<file path="src/rtl/table_unit_pkg.sv">
// constants shared by the table read/write unit
package table_unit_pkg;
  localparam int ptr_w = 21;
  localparam int data_w = 8;
  localparam int instr_w = 16;
  localparam int hold_n = 8;
  localparam int hold_sel_w = 3;
  // opcode prefixes, upper 14 bits of the instruction word
  localparam logic [13:0] read_prefix = 14'h0002;
  localparam logic [13:0] write_prefix = 14'h0003;
  localparam int prefix_lsb = 2;
  localparam logic [1:0] mode_none = 2'h0;
  localparam logic [1:0] mode_post_inc = 2'h1;
  localparam logic [1:0] mode_post_dec = 2'h2;
  localparam logic [1:0] mode_pre_inc = 2'h3;
  localparam logic [20:0] ptr_reset = 21'h000000;
  localparam logic [7:0] latch_reset = 8'h00;
  localparam logic [7:0] hold_reset = 8'hff;
  localparam logic [20:0] ptr_one = 21'h000001;
endpackage : table_unit_pkg

</file>
<file path="src/rtl/table_read_write_unit.sv">
// table read/write unit: pointer, latch, holding registers
`timescale 1ns/1ps
module table_read_write_unit
  import table_unit_pkg::*;
(
  // clock and reset
  input wire logic core_clk,
  input wire logic rst,
  // decoder side
  input wire logic instr_valid,
  input wire logic [15:0] instr_word,
  // program memory read port, word = {high byte, low byte}
  output logic [19:0] pm_word_addr,
  output logic pm_byte_sel,
  output logic pm_read,
  input wire logic [15:0] pm_read_word,
  // state seen by the core
  output logic [20:0] table_pointer,
  output logic [7:0] table_latch,
  output logic busy,
  output logic done,
  // holding registers toward the flash programming logic
  output logic [63:0] hold_bytes
);

  typedef enum logic [1:0] {idle, rd_second, wr_second} state_e;
  state_e state;

  logic [1:0] mode;
  logic [20:0] addr_ptr;
  // pre-incremented pointer, named so the read port can slice it
  logic [20:0] pre_ptr;
  logic [7:0] hold_mem [hold_n];

  function automatic logic [20:0] step_ptr(input logic [20:0] p, input logic [1:0] m);
    unique case (m)
      mode_post_inc, mode_pre_inc: step_ptr = p + ptr_one;
      mode_post_dec: step_ptr = p - ptr_one;
      mode_none: step_ptr = p;
    endcase
  endfunction : step_ptr

  logic is_read;
  logic is_write;
  assign is_read = instr_valid && state == idle
                   && instr_word[15:prefix_lsb] == read_prefix;
  assign is_write = instr_valid && state == idle
                    && instr_word[15:prefix_lsb] == write_prefix;

  // sequencing: first cycle decodes, second cycle does the access
  always_ff @(posedge core_clk) begin
    if (rst) begin
      state <= idle;
      mode <= mode_none;
      busy <= 1'b0;
      done <= 1'b0;
    end else begin
      done <= 1'b0;
      unique case (state)
        idle: begin
          if (is_read) begin
            state <= rd_second;
            mode <= instr_word[1:0];
            busy <= 1'b1;
          end else if (is_write) begin
            state <= wr_second;
            mode <= instr_word[1:0];
            busy <= 1'b1;
          end
        end
        rd_second, wr_second: begin
          state <= idle;
          busy <= 1'b0;
          done <= 1'b1;
        end
      endcase
    end
  end

  assign pre_ptr = step_ptr(table_pointer, mode_pre_inc);

  // address used by the access: pre-increment applies its step first
  assign addr_ptr = (mode == mode_pre_inc) ? step_ptr(table_pointer, mode)
                                           : table_pointer;

  // memory address driven during the second cycle
  always_ff @(posedge core_clk) begin
    if (rst) begin
      pm_word_addr <= '0;
      pm_byte_sel <= 1'b0;
      pm_read <= 1'b0;
    end else begin
      pm_read <= is_read;
      if (is_read) begin
        if (instr_word[1:0] == mode_pre_inc) begin
          pm_word_addr <= pre_ptr[20:1];
          pm_byte_sel <= pre_ptr[0];
        end else begin
          pm_word_addr <= table_pointer[20:1];
          pm_byte_sel <= table_pointer[0];
        end
      end
    end
  end

  // pointer update at the end of the instruction
  always_ff @(posedge core_clk) begin
    if (rst) begin
      table_pointer <= ptr_reset;
    end else if (state != idle) begin
      table_pointer <= step_ptr(table_pointer, mode);
    end
  end

  // latch written at the end of the second read cycle
  always_ff @(posedge core_clk) begin
    if (rst) begin
      table_latch <= latch_reset;
    end else if (state == rd_second) begin
      table_latch <= pm_byte_sel ? pm_read_word[15:8] : pm_read_word[7:0];
    end
  end

  // holding registers; program memory has no write path here
  always_ff @(posedge core_clk) begin
    if (rst) begin
      for (int i = 0; i < hold_n; i++) begin
        hold_mem[i] <= hold_reset;
      end
    end else if (state == wr_second) begin
      hold_mem[addr_ptr[hold_sel_w-1:0]] <= table_latch;
    end
  end

  always_ff @(posedge core_clk) begin
    if (rst) begin
      hold_bytes <= {hold_n{hold_reset}};
    end else begin
      for (int i = 0; i < hold_n; i++) begin
        if (state == wr_second && addr_ptr[hold_sel_w-1:0] == hold_sel_w'(i)) begin
          hold_bytes[i*data_w +: data_w] <= table_latch;
        end else begin
          hold_bytes[i*data_w +: data_w] <= hold_mem[i];
        end
      end
    end
  end

  // helper: consecutive busy cycles; a stuck sequencer shows up here
  localparam int max_busy = 1;
  logic [1:0] busy_run;
  always_ff @(posedge core_clk) begin
    if (rst) begin
      busy_run <= 2'h0;
    end else if (busy) begin
      busy_run <= (busy_run == 2'h3) ? busy_run : busy_run + 2'h1;
    end else begin
      busy_run <= 2'h0;
    end
  end

  // checks: sequencing and timing
  a_read_two_cycles: assert property (
    @(posedge core_clk) disable iff (rst)
    is_read |=> pm_read && busy ##1 done && !busy)
    else $error("read did not finish in two cycles");
  a_write_two_cycles: assert property (
    @(posedge core_clk) disable iff (rst)
    is_write |=> busy && !pm_read ##1 done && !busy)
    else $error("write did not finish in two cycles");
  a_busy_run: assert property (
    @(posedge core_clk) disable iff (rst)
    busy_run <= max_busy)
    else $error("busy held too long");
  a_done_pulse: assert property (
    @(posedge core_clk) disable iff (rst)
    done |=> !done)
    else $error("done longer than one cycle");
  a_done_after_busy: assert property (
    @(posedge core_clk) disable iff (rst)
    done |-> $past(busy))
    else $error("done without busy cycle");
  a_busy_cause: assert property (
    @(posedge core_clk) disable iff (rst)
    $rose(busy) |-> $past(is_read || is_write))
    else $error("busy without accepted instruction");
  a_ignore_other: assert property (
    @(posedge core_clk) disable iff (rst)
    instr_valid && state == idle && !is_read && !is_write |=> !busy)
    else $error("foreign opcode accepted");
  a_mode_capture: assert property (
    @(posedge core_clk) disable iff (rst)
    (is_read || is_write) |=> mode == $past(instr_word[1:0]))
    else $error("mode field not captured");
  a_pm_read_state: assert property (
    @(posedge core_clk) disable iff (rst)
    pm_read |-> state == rd_second)
    else $error("memory read outside second cycle");
  a_pm_read_cause: assert property (
    @(posedge core_clk) disable iff (rst)
    pm_read |-> $past(is_read))
    else $error("memory read without table read");
  a_no_pm_on_write: assert property (
    @(posedge core_clk) disable iff (rst)
    is_write |=> !pm_read)
    else $error("write touched program memory");

  // checks: pointer behaviour
  a_none_keeps_ptr: assert property (
    @(posedge core_clk) disable iff (rst)
    (is_read || is_write) && instr_word[1:0] == mode_none |=> ##1 $stable(table_pointer))
    else $error("mode 0 changed pointer");
  a_idle_ptr: assert property (
    @(posedge core_clk) disable iff (rst)
    state == idle |=> $stable(table_pointer))
    else $error("pointer moved while idle");
  a_post_inc_ptr: assert property (
    @(posedge core_clk) disable iff (rst)
    is_read && instr_word[1:0] == mode_post_inc |=> pm_word_addr == table_pointer[20:1]
    ##1 table_pointer == $past(table_pointer) + ptr_one)
    else $error("post-increment wrong");
  a_post_dec_ptr: assert property (
    @(posedge core_clk) disable iff (rst)
    (is_read || is_write) && instr_word[1:0] == mode_post_dec
    |=> ##1 table_pointer == $past(table_pointer) - ptr_one)
    else $error("post-decrement wrong");
  a_pre_inc_addr: assert property (
    @(posedge core_clk) disable iff (rst)
    is_read && instr_word[1:0] == mode_pre_inc
    |=> {pm_word_addr, pm_byte_sel} == table_pointer + ptr_one)
    else $error("pre-increment address wrong");
  a_pre_inc_ptr: assert property (
    @(posedge core_clk) disable iff (rst)
    is_read && instr_word[1:0] == mode_pre_inc
    |=> ##1 table_pointer == $past(table_pointer) + ptr_one)
    else $error("pre-increment pointer wrong");
  a_read_addr: assert property (
    @(posedge core_clk) disable iff (rst)
    is_read && instr_word[1:0] != mode_pre_inc
    |=> {pm_word_addr, pm_byte_sel} == table_pointer)
    else $error("read address not the pointer");
  a_ptr_wrap: assert property (
    @(posedge core_clk) disable iff (rst)
    (is_read || is_write) && instr_word[1:0] == mode_post_dec && table_pointer == ptr_reset
    |=> ##1 table_pointer == ~ptr_reset)
    else $error("pointer did not wrap over 21 bits");
  a_wr_post_inc: assert property (
    @(posedge core_clk) disable iff (rst)
    is_write && instr_word[1:0] == mode_post_inc
    |=> ##1 table_pointer == $past(table_pointer) + ptr_one)
    else $error("write post-increment wrong");
  a_wr_pre_inc: assert property (
    @(posedge core_clk) disable iff (rst)
    is_write && instr_word[1:0] == mode_pre_inc
    |=> ##1 table_pointer == $past(table_pointer) + ptr_one)
    else $error("write pre-increment wrong");
  a_wr_pre_select: assert property (
    @(posedge core_clk) disable iff (rst)
    is_write && instr_word[1:0] == mode_pre_inc |=> addr_ptr == table_pointer + ptr_one)
    else $error("write pre-increment select wrong");
  a_wr_post_select: assert property (
    @(posedge core_clk) disable iff (rst)
    is_write && instr_word[1:0] != mode_pre_inc |=> addr_ptr == table_pointer)
    else $error("write select not the pointer");

  // checks: latch and holding registers
  a_latch_byte: assert property (
    @(posedge core_clk) disable iff (rst)
    state == rd_second |=> table_latch == (pm_byte_sel ? $past(pm_read_word[15:8])
                                                      : $past(pm_read_word[7:0])))
    else $error("latch took wrong byte");
  a_read_lsb_byte: assert property (
    @(posedge core_clk) disable iff (rst)
    state == rd_second && !pm_byte_sel |=> table_latch == $past(pm_read_word[7:0]))
    else $error("low byte not latched");
  a_read_msb_byte: assert property (
    @(posedge core_clk) disable iff (rst)
    state == rd_second && pm_byte_sel |=> table_latch == $past(pm_read_word[15:8]))
    else $error("high byte not latched");
  a_latch_only_read: assert property (
    @(posedge core_clk) disable iff (rst)
    state != rd_second |=> $stable(table_latch))
    else $error("latch changed outside read");
  a_hold_mem_write: assert property (
    @(posedge core_clk) disable iff (rst)
    state == wr_second |=> hold_mem[$past(addr_ptr[hold_sel_w-1:0])] == $past(table_latch))
    else $error("holding store not written");
  a_hold_select: assert property (
    @(posedge core_clk) disable iff (rst)
    state == wr_second |=> ##1 hold_bytes[$past(addr_ptr[hold_sel_w-1:0], 2) * data_w +: data_w]
    == $past(table_latch, 2))
    else $error("holding register not written");
  a_idle_hold: assert property (
    @(posedge core_clk) disable iff (rst)
    state == idle |=> $stable(hold_bytes))
    else $error("holding registers changed while idle");

endmodule : table_read_write_unit

</file>
<file path="config.mk">
export PLATFORM = sky130hd
export DESIGN_NAME = table_read_write_unit
export DESIGN_NICKNAME = d
export VERILOG_FILES = /design/src/rtl/table_unit_pkg.sv /design/src/rtl/table_read_write_unit.sv
export SDC_FILE = /design/constraint.sdc
export NUM_CORES = 1
export LEC_CHECK = 0
export BUFFER_PORTS_ARGS = -buffer_cell sky130_fd_sc_hd__buf_4
export CORE_MARGIN = 3
export CORE_UTILIZATION = 60
export DETAILED_ROUTE_END_ITERATION = 8
export PLACE_DENSITY = 0.82
export SLEW_MARGIN = 15
export SYNTH_ARGS = -nofsm -noshare
export SYNTH_HDL_FRONTEND = slang
export SYNTH_SLANG_ARGS = --single-unit
</file>
<file path="constraint.sdc">
create_clock -name core_clk -period 4.3 [get_ports core_clk]
set_input_delay 0.215 -clock core_clk [delete_from_list [all_inputs] [get_ports core_clk]]
set_output_delay 0.215 -clock core_clk [all_outputs]
set_load 0.01 [all_outputs]
</file>
==> results of run 1 <==
-- layout make-up --
| type | instances | area, sq um |
|---|---|---|
| multi-input combinational | 523 | 3380 |
| timing repair buffer | 156 | 1170 |
| sequential | 185 | 4340 |
| tap | 172 | 215 |
| clock inverter | 13 | 100 |
| inverter | 15 | 57.6 |
| fill | 898 | 3160 |
| clock buffer | 19 | 443 |
-- per-stage QoR --
step | instance area, sq um | hold WS, ps | setup slack [ps] | utilization, %
floorplan | 8080 | 294 | 1650 | -
global placement | 9160 | 416 | 1480 | 71.1
CTS | 9710 | 31.3 | 1310 | 75.4
global route | 9720 | 54.2 | 1080 | 75.5
finish | 9720 | 47.6 | 1270 | 75.5
detailed placement | 9160 | 427 | 1330 | 71.1
-- routing by layer --
| metal | track usage, % | up-vias |
|---|---|---|
| met5 | 0 | - |
| met4 | 8.82 | 0 |
| met3 | 5.90 | 28 |
| met2 | 46.3 | 267 |
| met1 | 33.0 | 2969 |
| li1 | - | 2973 |
-- flip-flops by register name, indices dropped and copies added, names as in the netlist --
name and flops:
pm_read 1, hold_mem 64, pm_byte_sel 1, hold_bytes 64, state 2, done 1, table_latch 8, pm_word_addr 20
mode 2, busy 1, table_pointer 21
-- worst paths after layout --
path	startpoint	endpoint	slack, ps	cells after the start
worst max-delay path	table_pointer[0]	hold_mem[0][6]	1270	6
worst min-delay path	instr_word[1]	mode[1]	50	3
worst max register to register	table_pointer[0]	hold_mem[0][6]	1270	6
worst min register to register	hold_mem[7][6]	hold_bytes[62]	460	2
-- power breakdown --
group,internal [W],switching (W)
registers,0.00181,0.00000752
logic,0.0000328,0.0000474
clock network,0.000761,0.000652
total,0.00260,0.000707
-- cell usage in the layout, fill, tap and decap left out, types with 20 or more instances in the layout --
master and n:
sky130_fd_sc_hd__a211oi_1 31, sky130_fd_sc_hd__buf_4 155, sky130_fd_sc_hd__dfxtp_1 121, sky130_fd_sc_hd__edfxtp_1 64
sky130_fd_sc_hd__mux2i_1 75, sky130_fd_sc_hd__nand2_1 94, sky130_fd_sc_hd__nand2b_1 35, sky130_fd_sc_hd__nand3_1 20
sky130_fd_sc_hd__nor2_1 63, sky130_fd_sc_hd__or2_2 23
-- synthesized netlist by cell type (13+ instances only) --
master / n
sky130_fd_sc_hd__dfxtp_1: 121
sky130_fd_sc_hd__nand2_1: 94
sky130_fd_sc_hd__mux2i_1: 75
sky130_fd_sc_hd__edfxtp_1: 64
sky130_fd_sc_hd__nor2_1: 64
sky130_fd_sc_hd__clkbuf_1: 46
sky130_fd_sc_hd__nand2b_1: 35
sky130_fd_sc_hd__a211oi_1: 31
sky130_fd_sc_hd__or2_2: 23
sky130_fd_sc_hd__nand3_1: 20
sky130_fd_sc_hd__xnor2_1: 16
sky130_fd_sc_hd__xor2_1: 15
sky130_fd_sc_hd__inv_1: 14
sky130_fd_sc_hd__nand4_1: 14
sky130_fd_sc_hd__or2_1: 13
-- worst register-to-register path: cells and delay by family, from the launching register on --
kind                       cells  cell delay, ps
AOI/OAI and AO/OA              1             150
and+or+nand+nor                3            1370
DFF                            1             620
buffers and inverters          1             150
adders and majority gates      1             380
-- kinds of logic after synthesis --
kind of cell,after synthesis,share of synthesized area [%]
xor+xnor,31,3.36
buf+inv,81,4.44
compound gates,90,7.91
fa+ha+maj,5,0.774
simple gates,320,20.2
mux,77,9.57
flops,185,53.7
==> metrics.txt, run 1 <==
# TYPE chip_impl_metric gauge
chip_impl_metric{name="vias_per_cell",unit=""} 5.76
chip_impl_metric{name="synth-seq-area-share",unit="%"} 53.7
chip_impl_metric{name="cts-buffers-inserted",unit=""} 17
chip_impl_metric{name="route.layer.met1.wl",unit="um"} 7720
chip_impl_metric{name="vias_in_the_first_global_route",unit=""} 6061
chip_impl_metric{name="vias",unit=""} 6237
chip_impl_metric{name="stdcell_count",unit=""} 1083
chip_impl_metric{name="io_pins",unit=""} 152
chip_impl_metric{name="flow.area_growth_from_synthesis",unit="%"} 20.2
chip_impl_metric{name="worstMarginPinSlew",unit="ps"} 945
chip_impl_info{name="worst_path_dominant_cell_family",value="simple AND/OR/NAND/NOR gates"} 1
chip_impl_metric{name="yosysTopAreaCellShare",unit="%"} 30.0
chip_impl_metric{name="numPortBuffers",unit=""} 151
chip_impl_metric{name="met3RoutedLength",unit="um"} 1400
chip_impl_metric{name="postCtsResizedCells",unit=""} 0
chip_impl_metric{name="final.setup_skew",unit="ps"} 10.0
chip_impl_metric{name="cts-hold-fix-buffers",unit=""} 1
chip_impl_metric{name="cts_num_sinks",unit=""} 185
chip_impl_metric{name="dieWidth",unit="um"} 122
chip_impl_metric{name="syn-mean-instance-area",unit="sq um"} 10.2
chip_impl_info{name="synth.top_cells.by_area",value="sky130_fd_sc_hd__dfxtp_1 (30%), sky130_fd_sc_hd__edfxtp_1 (24%), sky130_fd_sc_hd__mux2i_1 (9.3%), sky130_fd_sc_hd__nand2_1 (4.4%), sky130_fd_sc_hd__nor2_1 (3.0%)"} 1
chip_impl_metric{name="finalMaxSlewViolations",unit=""} 0
chip_impl_metric{name="worst-endpoint-required",unit="ps"} 4380
chip_impl_info{name="crit_path_start_kind",value="flip-flop"} 1
chip_impl_metric{name="synthesis.instances",unit=""} 789
chip_impl_metric{name="grt_overflow",unit=""} 0
chip_impl_info{name="critical_path_cell_with_the_highest_stage_delay",value="sky130_fd_sc_hd__dfxtp_1"} 1
chip_impl_metric{name="mappedNetlistArea",unit="sq um"} 8080
chip_impl_metric{name="first_iter_violations",unit=""} 543
chip_impl_metric{name="clockBufferDepth",unit=""} 2
chip_impl_metric{name="clk_latency",unit="ps"} 420
chip_impl_metric{name="cell_variety_after_synth",unit=""} 59
chip_impl_info{name="cts_tree",value="built"} 1
chip_impl_info{name="crit_type",value="reg2reg"} 1
chip_impl_metric{name="post_route_cells_drive_above_1_share",unit="%"} 23.7
chip_impl_metric{name="fin_setup_tns",unit="ps"} 0
chip_impl_metric{name="postSynthRegisterBits",unit=""} 185
chip_impl_info{name="hold_path_class",value="in2reg"} 1
chip_impl_metric{name="count_of_yosys_warnings_during_synthesis",unit=""} 0
chip_impl_metric{name="endpoints_failing_setup",unit=""} 0
chip_impl_metric{name="initial_utilization",unit="%"} 62.8
chip_impl_metric{name="numPlacedInstances",unit=""} 1050
chip_impl_metric{name="hold_violations",unit=""} 0
chip_impl_info{name="clock_tree.root_cell",value="sky130_fd_sc_hd__clkbuf_16"} 1
chip_impl_metric{name="dieHeight",unit="um"} 122
chip_impl_info{name="crit_chain",value="inv_1 -> ha_1 -> and3b_1 -> a22o_1 -> nand3_1 -> nand2_1"} 1
chip_impl_metric{name="cp_slowest_stage_delay",unit="ps"} 620
chip_impl_metric{name="placement_rows",unit=""} 41
chip_impl_metric{name="grt_max_degree",unit=""} 72
chip_impl_metric{name="detail_route.wl_per_cell",unit="um"} 18.0
chip_impl_metric{name="postRouteAntennaNets",unit=""} 0
chip_impl_metric{name="vdd_drop_max",unit="mV"} 0.200
chip_impl_metric{name="globalRouteTotalUtil",unit="%"} 26.7
chip_impl_metric{name="coreArea",unit="sq um"} 12900
chip_impl_metric{name="place.detailed.hpwl",unit="um"} 13200
chip_impl_metric{name="worst_case_headroom_to_the_max_slew_limit",unit="%"} 37.0
chip_impl_metric{name="detailedRoute.firstPassIterationCount",unit=""} 7
chip_impl_metric{name="post_cts.repair.setup_buffers",unit=""} 0
chip_impl_metric{name="synth_enable_flop_cells",unit=""} 64
chip_impl_metric{name="route.detailed.drc",unit=""} 0
chip_impl_metric{name="timing.final.crit_share",unit="%"} 70.5
chip_impl_metric{name="num_antenna_cells",unit=""} 0
chip_impl_metric{name="route.met2.wl",unit="um"} 10000
chip_impl_metric{name="global_placer_s_final_weighted_congestion",unit=""} 0.897
chip_impl_metric{name="design.die.area",unit="sq um"} 14900
chip_impl_metric{name="pwr_density_cell",unit="nW/um^2"} 340
chip_impl_metric{name="grt_antenna_before_repair",unit=""} 0
chip_impl_info{name="post-synth-top-area-cell",value="sky130_fd_sc_hd__dfxtp_1"} 1
chip_impl_metric{name="power.static_leakage",unit="nW"} 3.54
chip_impl_metric{name="async_reset_ff_share",unit="%"} 0
chip_impl_metric{name="worstPathBufferInverterCount",unit=""} 1
chip_impl_info{name="crit_path_end_kind",value="flip-flop"} 1
chip_impl_metric{name="finalWorstPathRequiredPeriod",unit="ps"} 3030
chip_impl_metric{name="clk_transition_reported_paths",unit="ps"} 60
chip_impl_metric{name="fin_total_pwr",unit="W"} 0.00331
chip_impl_info{name="run_status",value="completed"} 1
chip_impl_metric{name="net_total_in_the_final_layout",unit=""} 938
chip_impl_metric{name="cp_data_arrival_time",unit="ps"} 3110
chip_impl_metric{name="critical_path_peak_fanout",unit=""} 17
chip_impl_info{name="highest-signal-layer",value="met4"} 1
chip_impl_metric{name="htreeDepth",unit=""} 4
chip_impl_info{name="grt_setup_unrepaired",value="no"} 1
chip_impl_info{name="postSynth.topFlopCell",value="sky130_fd_sc_hd__dfxtp_1"} 1
chip_impl_metric{name="wirelength",unit="um"} 19400
chip_impl_metric{name="synth.net_count",unit=""} 829
chip_impl_metric{name="grt_first_pass_wirelength",unit="um"} 31100
chip_impl_metric{name="timing.max_cap.violations",unit=""} 0
chip_impl_metric{name="fmax",unit="MHz"} 330
Power figures use the tool's default switching activity.
==> run 2, diff against run 1 <==
- CORE_UTILIZATION: 60 -> 55
- PLACE_DENSITY: 0.82 -> 0.76
- clock period: 4.3 -> 2.9 ns (I/O delays scaled with it)
==> run 2 against run 1 <==
Setup slack got worse by 900 ps. Critical path type unchanged. Fmax increased by 20%. Critical path depth did not move. Power grew 55%. Non-clock buffer count is 16 higher.
==> metrics.txt, run 2 (same netlist as run 1, synthesis figures left out) <==
# TYPE chip_impl_metric gauge
chip_impl_info{name="min-delay-start",value="pm_read_word[4]"} 1
chip_impl_metric{name="reg2reg_slack",unit="ps"} 370
chip_impl_metric{name="met3RoutedLength",unit="um"} 1230
chip_impl_metric{name="fillCellCount",unit=""} 1025
chip_impl_metric{name="whs",unit="ps"} 66.2
chip_impl_metric{name="fmax",unit="MHz"} 395
chip_impl_metric{name="detailedRoute.firstPassIterationCount",unit=""} 6
chip_impl_metric{name="htreeDepth",unit=""} 4
chip_impl_metric{name="endpoints_failing_setup",unit=""} 0
chip_impl_info{name="worstHoldEndpoint",value="table_latch[4]"} 1
chip_impl_metric{name="route.layer.met1.wl",unit="um"} 8550
chip_impl_metric{name="place.detailed.hpwl",unit="um"} 12900
chip_impl_metric{name="swShare",unit="%"} 21.4
chip_impl_metric{name="share_comb_of_total_power",unit="%"} 2.5
chip_impl_metric{name="placement.setup.worst_slack",unit="ps"} 412
chip_impl_metric{name="hold_violations",unit=""} 0
chip_impl_metric{name="finalMaxSlewViolations",unit=""} 0
chip_impl_metric{name="worst-endpoint-required",unit="ps"} 2990
chip_impl_metric{name="internal-power",unit="W"} 0.00403
chip_impl_metric{name="numPlacedInstances",unit=""} 1072
chip_impl_metric{name="clk_transition_reported_paths",unit="ps"} 70
chip_impl_metric{name="route.met2.wl",unit="um"} 9130
chip_impl_info{name="crit_path_start_kind",value="flip-flop"} 1
chip_impl_metric{name="grt_max_degree",unit=""} 45
chip_impl_metric{name="numPortBuffers",unit=""} 151
chip_impl_metric{name="pwr_density_cell",unit="nW/um^2"} 517
chip_impl_metric{name="cts_num_sinks",unit=""} 185
chip_impl_metric{name="dieHeight",unit="um"} 127
chip_impl_metric{name="initial_utilization",unit="%"} 57.1
chip_impl_metric{name="globalRouteTotalUtil",unit="%"} 23.8
chip_impl_info{name="critical_path.reg2reg.endpoint",value="hold_mem[2][1]"} 1
chip_impl_metric{name="vias",unit=""} 6206
chip_impl_metric{name="placed_cell_area",unit="sq um"} 9290
chip_impl_metric{name="grt_overflow",unit=""} 0
chip_impl_metric{name="worst_case_headroom_to_the_max_slew_limit",unit="%"} 42.7
chip_impl_metric{name="grt_antenna_before_repair",unit=""} 0
chip_impl_metric{name="reg2regPathDepth",unit=""} 6
chip_impl_metric{name="netSwitchingPower",unit="W"} 0.00110
chip_impl_metric{name="design.die.area",unit="sq um"} 16200
chip_impl_metric{name="finalWorstPathRequiredPeriod",unit="ps"} 2530
chip_impl_info{name="crit_path_end_kind",value="flip-flop"} 1
chip_impl_info{name="crit_type",value="reg2reg"} 1
chip_impl_metric{name="worstMarginPinSlew",unit="ps"} 858
chip_impl_metric{name="final_area",unit="sq um"} 9920
chip_impl_metric{name="fin_setup_tns",unit="ps"} 0
chip_impl_metric{name="whs_path_depth",unit=""} 3
chip_impl_metric{name="timing.max_cap.violations",unit=""} 0
chip_impl_metric{name="post_route_cells_drive_above_1_share",unit="%"} 24.9
chip_impl_metric{name="final.setup_skew",unit="ps"} 9.79
chip_impl_metric{name="route.detailed.drc",unit=""} 0
chip_impl_metric{name="clk_latency",unit="ps"} 430
chip_impl_metric{name="postLayoutSetupSlackWorst",unit="ps"} 369
chip_impl_info{name="hold_path_class",value="in2reg"} 1
chip_impl_metric{name="critical_path_peak_fanout",unit=""} 12
chip_impl_metric{name="vias_per_cell",unit=""} 5.61
chip_impl_metric{name="global_placer_s_final_weighted_congestion",unit=""} 0.892
chip_impl_info{name="clock_tree.root_cell",value="sky130_fd_sc_hd__clkbuf_16"} 1
chip_impl_metric{name="postCtsResizedCells",unit=""} 0
chip_impl_metric{name="io_pins",unit=""} 152
chip_impl_metric{name="flow.area_growth_from_synthesis",unit="%"} 22.8
chip_impl_info{name="final_common_cell",value="sky130_fd_sc_hd__buf_4"} 1
chip_impl_metric{name="dieWidth",unit="um"} 127
chip_impl_info{name="run_status",value="completed"} 1
chip_impl_metric{name="cts-buffers-inserted",unit=""} 17
chip_impl_info{name="top_registers",value="hold_bytes: 64 flops, hold_mem: 64 flops, table_pointer: 21 flops"} 1
chip_impl_metric{name="cp_data_arrival_time",unit="ps"} 2630
chip_impl_info{name="mostFrequentLayoutCells",value="sky130_fd_sc_hd__buf_4 (168), sky130_fd_sc_hd__dfxtp_1 (121), sky130_fd_sc_hd__nand2_1 (94), sky130_fd_sc_hd__mux2i_1 (75), sky130_fd_sc_hd__edfxtp_1 (64)"} 1
chip_impl_metric{name="grt_first_pass_wirelength",unit="um"} 30600
chip_impl_metric{name="num_antenna_cells",unit=""} 0
chip_impl_metric{name="clock_power_share",unit="%"} 45.2
chip_impl_metric{name="clockBufferDepth",unit=""} 2
chip_impl_metric{name="net_total_in_the_final_layout",unit=""} 954
chip_impl_metric{name="vdd_drop_max",unit="mV"} 0.401
chip_impl_metric{name="power.static_leakage",unit="nW"} 3.64
chip_impl_metric{name="pwr-share-seq",unit="%"} 52.3
chip_impl_info{name="grt_setup_unrepaired",value="no"} 1
chip_impl_metric{name="placement_rows",unit=""} 43
chip_impl_metric{name="vias_in_the_first_global_route",unit=""} 5939
chip_impl_info{name="timing.rr.start",value="table_pointer[0]"} 1
chip_impl_metric{name="post_cts.repair.setup_buffers",unit=""} 0
chip_impl_metric{name="postRouteAntennaNets",unit=""} 0
chip_impl_metric{name="stdcell_count",unit=""} 1107
chip_impl_metric{name="first_iter_violations",unit=""} 577
chip_impl_info{name="cts_tree",value="built"} 1
chip_impl_info{name="highest-signal-layer",value="met4"} 1
chip_impl_metric{name="coreArea",unit="sq um"} 14100
chip_impl_metric{name="detail_route.wl_per_cell",unit="um"} 17.4
chip_impl_metric{name="wirelength",unit="um"} 19200
chip_impl_metric{name="timing.final.crit_share",unit="%"} 87.3
run 2: changes by cell type in the layout (fill, tap and decap cells not counted), sizes merged:
cell	change
bufinv	+1
clkinv	-8
dlygate4sd3	+2
buf	+14
clkbuf	+1
clkinvlp	+1
inv	+5
run 2: final cells by class:
class                   count  area [sq um]  share of cell area, %
flip-flops and latches    185          4340                   43.8
well taps                 180           225                   2.27
clock inverters            12           128                   1.29
clock buffers              20           478                   4.82
repair buffers            172          1310                   13.2
inverters                  15          56.3                  0.567
multi-input cells         523          3380                   34.1
run 2: worst max-delay path by stage:
stage                           startpoint        endpoint  slack [ps]
final                     table_pointer[0]  hold_mem[2][1]         370
after global placement    table_pointer[1]  hold_mem[3][6]         590
after detailed placement  table_pointer[0]  hold_mem[3][6]         410
after floorplan           table_pointer[1]  hold_mem[5][0]         250
after CTS                 table_pointer[0]  hold_mem[3][6]         400
after global routing      table_pointer[0]  hold_mem[3][6]         160
run 2: power groups by stage:
stage	combinational, W	clock (W)	sequential, W
after floorplan	0.0000711	0	0.00274
after global placement	0.000118	0	0.00275
after detailed placement	0.000122	0	0.00275
after CTS	0.000126	0.00235	0.00269
after global routing	0.000139	0.00244	0.00269
final	0.000127	0.00232	0.00269
run 2: through the flow:
step,util [%],total power [W]
after detailed placement,65.6,0.00287
after floorplan,-,0.00281
after global placement,65.6,0.00286
after CTS,70.1,0.00516
after global routing,70.1,0.00526
final,70.1,0.00514
run 2: worst max-delay path, cell delays in order, from the launching register on:
cell,delay (ps)
sky130_fd_sc_hd__dfxtp_1,510
sky130_fd_sc_hd__inv_1,140
sky130_fd_sc_hd__ha_1,370
sky130_fd_sc_hd__nand3_1,130
sky130_fd_sc_hd__o22ai_1,240
sky130_fd_sc_hd__nand3_1,350
sky130_fd_sc_hd__nand2_1,440
run 2: timing repair:
action | CTS | global route
endpoints found under the setup margin | 0 | 0
endpoints found under the hold margin | 3 | 0
hold buffers | 3 | 0
run 2: layer usage:
metal,track usage (%),up-vias
met2,38.4,233
met1,31.8,2921
met5,0,-
li1,-,3021
met4,8.26,0
met3,5.23,31
==> run 3, diff against run 2 <==
- ABC_AREA: not set -> 1
- CAP_MARGIN: not set -> 0
- CORE_MARGIN: 3 -> 10
- CORE_UTILIZATION: 55 -> 56
- PLACE_DENSITY: 0.76 -> 0.77
==> run 3 against run 2 <==
Sequential power is essentially flat. Sequential share of layout area is 0.60 points lower. Critical endpoint is now hold_mem[0][3]. Flip-flop and latch count unchanged. Wire length grew 12%. Clock-buffer cell count decreased by 2. Highest routed layer unchanged.
==> metrics.txt, run 3 <==
# TYPE chip_impl_metric gauge
chip_impl_info{name="run_status",value="completed"} 1
chip_impl_metric{name="cell_variety_after_synth",unit=""} 49
chip_impl_metric{name="postRouteAntennaNets",unit=""} 0
chip_impl_metric{name="numPortBuffers",unit=""} 151
chip_impl_metric{name="whs_path_depth",unit=""} 3
chip_impl_metric{name="cts-hold-fix-buffers",unit=""} 0
chip_impl_metric{name="htreeDepth",unit=""} 4
chip_impl_metric{name="net_total_in_the_final_layout",unit=""} 1189
chip_impl_metric{name="cp_data_arrival_time",unit="ps"} 2360
chip_impl_metric{name="vias",unit=""} 7162
chip_impl_metric{name="power.static_leakage",unit="nW"} 4.26
chip_impl_info{name="cts_tree",value="built"} 1
chip_impl_metric{name="async_reset_ff_share",unit="%"} 0
chip_impl_metric{name="clock_power_share",unit="%"} 45.0
chip_impl_metric{name="global_placer_s_final_weighted_congestion",unit=""} 0.964
chip_impl_metric{name="final.setup_skew",unit="ps"} 11.4
chip_impl_metric{name="num_antenna_cells",unit=""} 0
chip_impl_metric{name="reg2reg_slack",unit="ps"} 650
chip_impl_metric{name="grt_first_pass_wirelength",unit="um"} 33600
chip_impl_metric{name="grt_overflow",unit=""} 0
chip_impl_metric{name="yosysTopAreaCellShare",unit="%"} 28.9
chip_impl_metric{name="count_of_yosys_warnings_during_synthesis",unit=""} 0
chip_impl_info{name="mostFrequentLayoutCells",value="sky130_fd_sc_hd__nand2_1 (292), sky130_fd_sc_hd__buf_4 (156), sky130_fd_sc_hd__dfxtp_1 (121), sky130_fd_sc_hd__nor2_1 (109), sky130_fd_sc_hd__inv_1 (90)"} 1
chip_impl_metric{name="io_pins",unit=""} 152
chip_impl_metric{name="coreArea",unit="sq um"} 14600
chip_impl_metric{name="vdd_drop_max",unit="mV"} 0.402
chip_impl_metric{name="mappedNetlistArea",unit="sq um"} 8390
chip_impl_metric{name="place.detailed.hpwl",unit="um"} 15200
chip_impl_metric{name="vias_in_the_first_global_route",unit=""} 6524
chip_impl_info{name="crit_chain",value="inv_2 -> ha_1 -> o21ai_4 -> inv_4 -> nor2_4 -> nand2_2 -> nand2_1"} 1
chip_impl_info{name="post-synth-top-area-cell",value="sky130_fd_sc_hd__dfxtp_1"} 1
chip_impl_metric{name="fmax",unit="MHz"} 444
chip_impl_metric{name="cp_slowest_stage_delay",unit="ps"} 440
chip_impl_metric{name="synth-seq-area-share",unit="%"} 51.8
chip_impl_info{name="clock_tree.root_cell",value="sky130_fd_sc_hd__clkbuf_16"} 1
chip_impl_info{name="final_common_cell",value="sky130_fd_sc_hd__nand2_1"} 1
chip_impl_metric{name="syn-mean-instance-area",unit="sq um"} 8.17
chip_impl_info{name="synth.top_cells.by_area",value="sky130_fd_sc_hd__dfxtp_1 (29%), sky130_fd_sc_hd__edfxtp_1 (23%), sky130_fd_sc_hd__nand2_1 (13%), sky130_fd_sc_hd__nor2_1 (4.9%), sky130_fd_sc_hd__nand3_1 (4.3%)"} 1
chip_impl_metric{name="grt_antenna_before_repair",unit=""} 0
chip_impl_metric{name="grt_max_degree",unit=""} 106
chip_impl_metric{name="vias_per_cell",unit=""} 5.32
chip_impl_metric{name="detailedRoute.firstPassIterationCount",unit=""} 5
chip_impl_metric{name="placement_rows",unit=""} 44
chip_impl_info{name="crit_path_start_kind",value="flip-flop"} 1
chip_impl_metric{name="internal-power",unit="W"} 0.00394
chip_impl_metric{name="clk_latency",unit="ps"} 430
chip_impl_metric{name="clk_transition_reported_paths",unit="ps"} 70
chip_impl_metric{name="worst-endpoint-required",unit="ps"} 3000
chip_impl_metric{name="hold_violations",unit=""} 0
chip_impl_metric{name="critical_path_peak_fanout",unit=""} 18
chip_impl_metric{name="globalRouteTotalUtil",unit="%"} 20.6
chip_impl_info{name="top_count_cell_post_synth",value="sky130_fd_sc_hd__nand2_1"} 1
chip_impl_metric{name="timing.final.crit_share",unit="%"} 77.7
chip_impl_metric{name="postCtsResizedCells",unit=""} 0
chip_impl_metric{name="pwr-share-seq",unit="%"} 52.6
chip_impl_metric{name="clockBufferDepth",unit=""} 2
chip_impl_metric{name="post_cts.repair.setup_buffers",unit=""} 0
chip_impl_info{name="top_registers",value="hold_bytes: 64 flops, hold_mem: 64 flops, table_pointer: 21 flops"} 1
chip_impl_metric{name="finalWorstPathRequiredPeriod",unit="ps"} 2250
chip_impl_metric{name="finalMaxSlewViolations",unit=""} 0
chip_impl_metric{name="dieHeight",unit="um"} 142
chip_impl_metric{name="share_comb_of_total_power",unit="%"} 2.3
chip_impl_metric{name="worst_case_headroom_to_the_max_slew_limit",unit="%"} 52.7
chip_impl_metric{name="fin_setup_tns",unit="ps"} 0
chip_impl_info{name="hold_path_class",value="in2reg"} 1
chip_impl_info{name="crit_path_end_kind",value="flip-flop"} 1
chip_impl_metric{name="design.die.area",unit="sq um"} 20300
chip_impl_metric{name="swShare",unit="%"} 22.4
chip_impl_metric{name="route.detailed.drc",unit=""} 0
chip_impl_metric{name="timing.max_cap.violations",unit=""} 0
chip_impl_metric{name="netSwitchingPower",unit="W"} 0.00114
chip_impl_metric{name="endpoints_failing_setup",unit=""} 0
chip_impl_metric{name="fillCellCount",unit=""} 1211
chip_impl_info{name="postSynth.topFlopCell",value="sky130_fd_sc_hd__dfxtp_1"} 1
chip_impl_metric{name="placed_cell_area",unit="sq um"} 9480
chip_impl_metric{name="detail_route.wl_per_cell",unit="um"} 15.9
chip_impl_metric{name="worstMarginPinSlew",unit="ps"} 709
chip_impl_metric{name="initial_utilization",unit="%"} 57.5
chip_impl_info{name="crit_type",value="reg2reg"} 1
chip_impl_metric{name="postSynthRegisterBits",unit=""} 185
chip_impl_metric{name="synth.net_count",unit=""} 1067
chip_impl_metric{name="flow.area_growth_from_synthesis",unit="%"} 20.0
chip_impl_metric{name="post_route_cells_drive_above_1_share",unit="%"} 19.9
chip_impl_metric{name="pwr_density_cell",unit="nW/um^2"} 505
chip_impl_metric{name="synthesis.instances",unit=""} 1027
chip_impl_info{name="post_synth_most_frequent_cells",value="sky130_fd_sc_hd__nand2_1 (292), sky130_fd_sc_hd__dfxtp_1 (121), sky130_fd_sc_hd__nor2_1 (109), sky130_fd_sc_hd__inv_1 (90), sky130_fd_sc_hd__nand3_1 (72)"} 1
chip_impl_metric{name="final_area",unit="sq um"} 10100
chip_impl_metric{name="dieWidth",unit="um"} 142
chip_impl_metric{name="first_iter_violations",unit=""} 661
chip_impl_metric{name="synth_enable_flop_cells",unit=""} 64
chip_impl_metric{name="wirelength",unit="um"} 21500
chip_impl_info{name="critical_path_cell_with_the_highest_stage_delay",value="sky130_fd_sc_hd__dfxtp_1"} 1
chip_impl_info{name="grt_setup_unrepaired",value="no"} 1
chip_impl_metric{name="cts_num_sinks",unit=""} 185
chip_impl_metric{name="reg2regPathDepth",unit=""} 7
chip_impl_metric{name="cts-buffers-inserted",unit=""} 17
==> run 3: cell types whose count changed in the layout (fill, tap and decap cells not counted), sizes merged, moves of 13 or more <==
cell    delta
a211oi    -30
a21oi     +30
inv       +82
mux2i     -75
nand2    +212
nand2b    -35
nand3     +56
nor2      +52
nor4      -13
o211ai    +37
o21ai     +55
or2       -35
xnor2     -16
==> run 3: critical path: cells and delay by family, from the launching register on <==
kind	cells	cell delay, ps
AND/OR/NAND/NOR	3	640
adder cells (fa/ha/maj)	1	390
flip-flops	1	440
buffers and inverters	2	220
AO/OA/AOI/OAI	1	240
==> run 3: through the flow <==
stage,hold slack [ps],power (W),cells,util [%],setup slack [ps]
final,31.1,0.00508,1346,69.0,645
after global routing,32.3,0.00520,1346,69.0,477
after CTS,17.2,0.00510,1346,69.0,655
after global placement,436,0.00285,1314,65.0,755
after floorplan,321,0.00279,1027,-,753
after detailed placement,439,0.00285,1314,65.0,679
==> run 3: metal layers <==
metal / share of wire [%] / GRT usage, %
met1: 43 / 26.8
met2: 45 / 31.8
met3: 10 / 6.64
met4: 1.3 / 6.23
met5: 0 / 0
==> run 3: kinds of logic (layout without fill, tap and decap cells) <==
family                     Yosys count  after routing  share of synthesized area, %
AOI/OAI and AO/OA                  151            151                          10.8
buffers and inverters              155            290                          8.61
DFF                                185            185                          51.8
and+or+nand+nor                    517            517                          26.3
adders and majority gates            5              5                         0.746
xor gates and xnor gates            14             14                          1.78
==> run 3: power by group through the flow <==
stage	Combinational, W	Sequential (W)	Clock [W]
CTS	0.000117	0.00267	0.00231
global route	0.000129	0.00267	0.00240
detailed placement	0.000117	0.00273	0
global placement	0.000116	0.00273	0
floorplan	0.0000599	0.00273	0
finish	0.000118	0.00267	0.00229
==> run 3: worst paths after layout <==
| kind | start | end |
|---|---|---|
| worst min-delay path | instr_word[1] | mode[1] |
| worst max-delay path | table_pointer[0] | hold_mem[0][3] |
| worst min register to register | hold_mem[6][6] | hold_bytes[54] |
| worst max register to register | table_pointer[0] | hold_mem[0][3] |
==> run 3: layout make-up <==
class | count | area, sq um | share of cell area (%)
timing repair buffer | 157 | 1190 | 11.8
clock inverter | 14 | 154 | 1.53
clock buffer | 18 | 429 | 4.27
sequential | 185 | 4340 | 43.2
multi-input combinational | 687 | 3320 | 33.0
tap | 184 | 230 | 2.29
inverter | 101 | 393 | 3.90
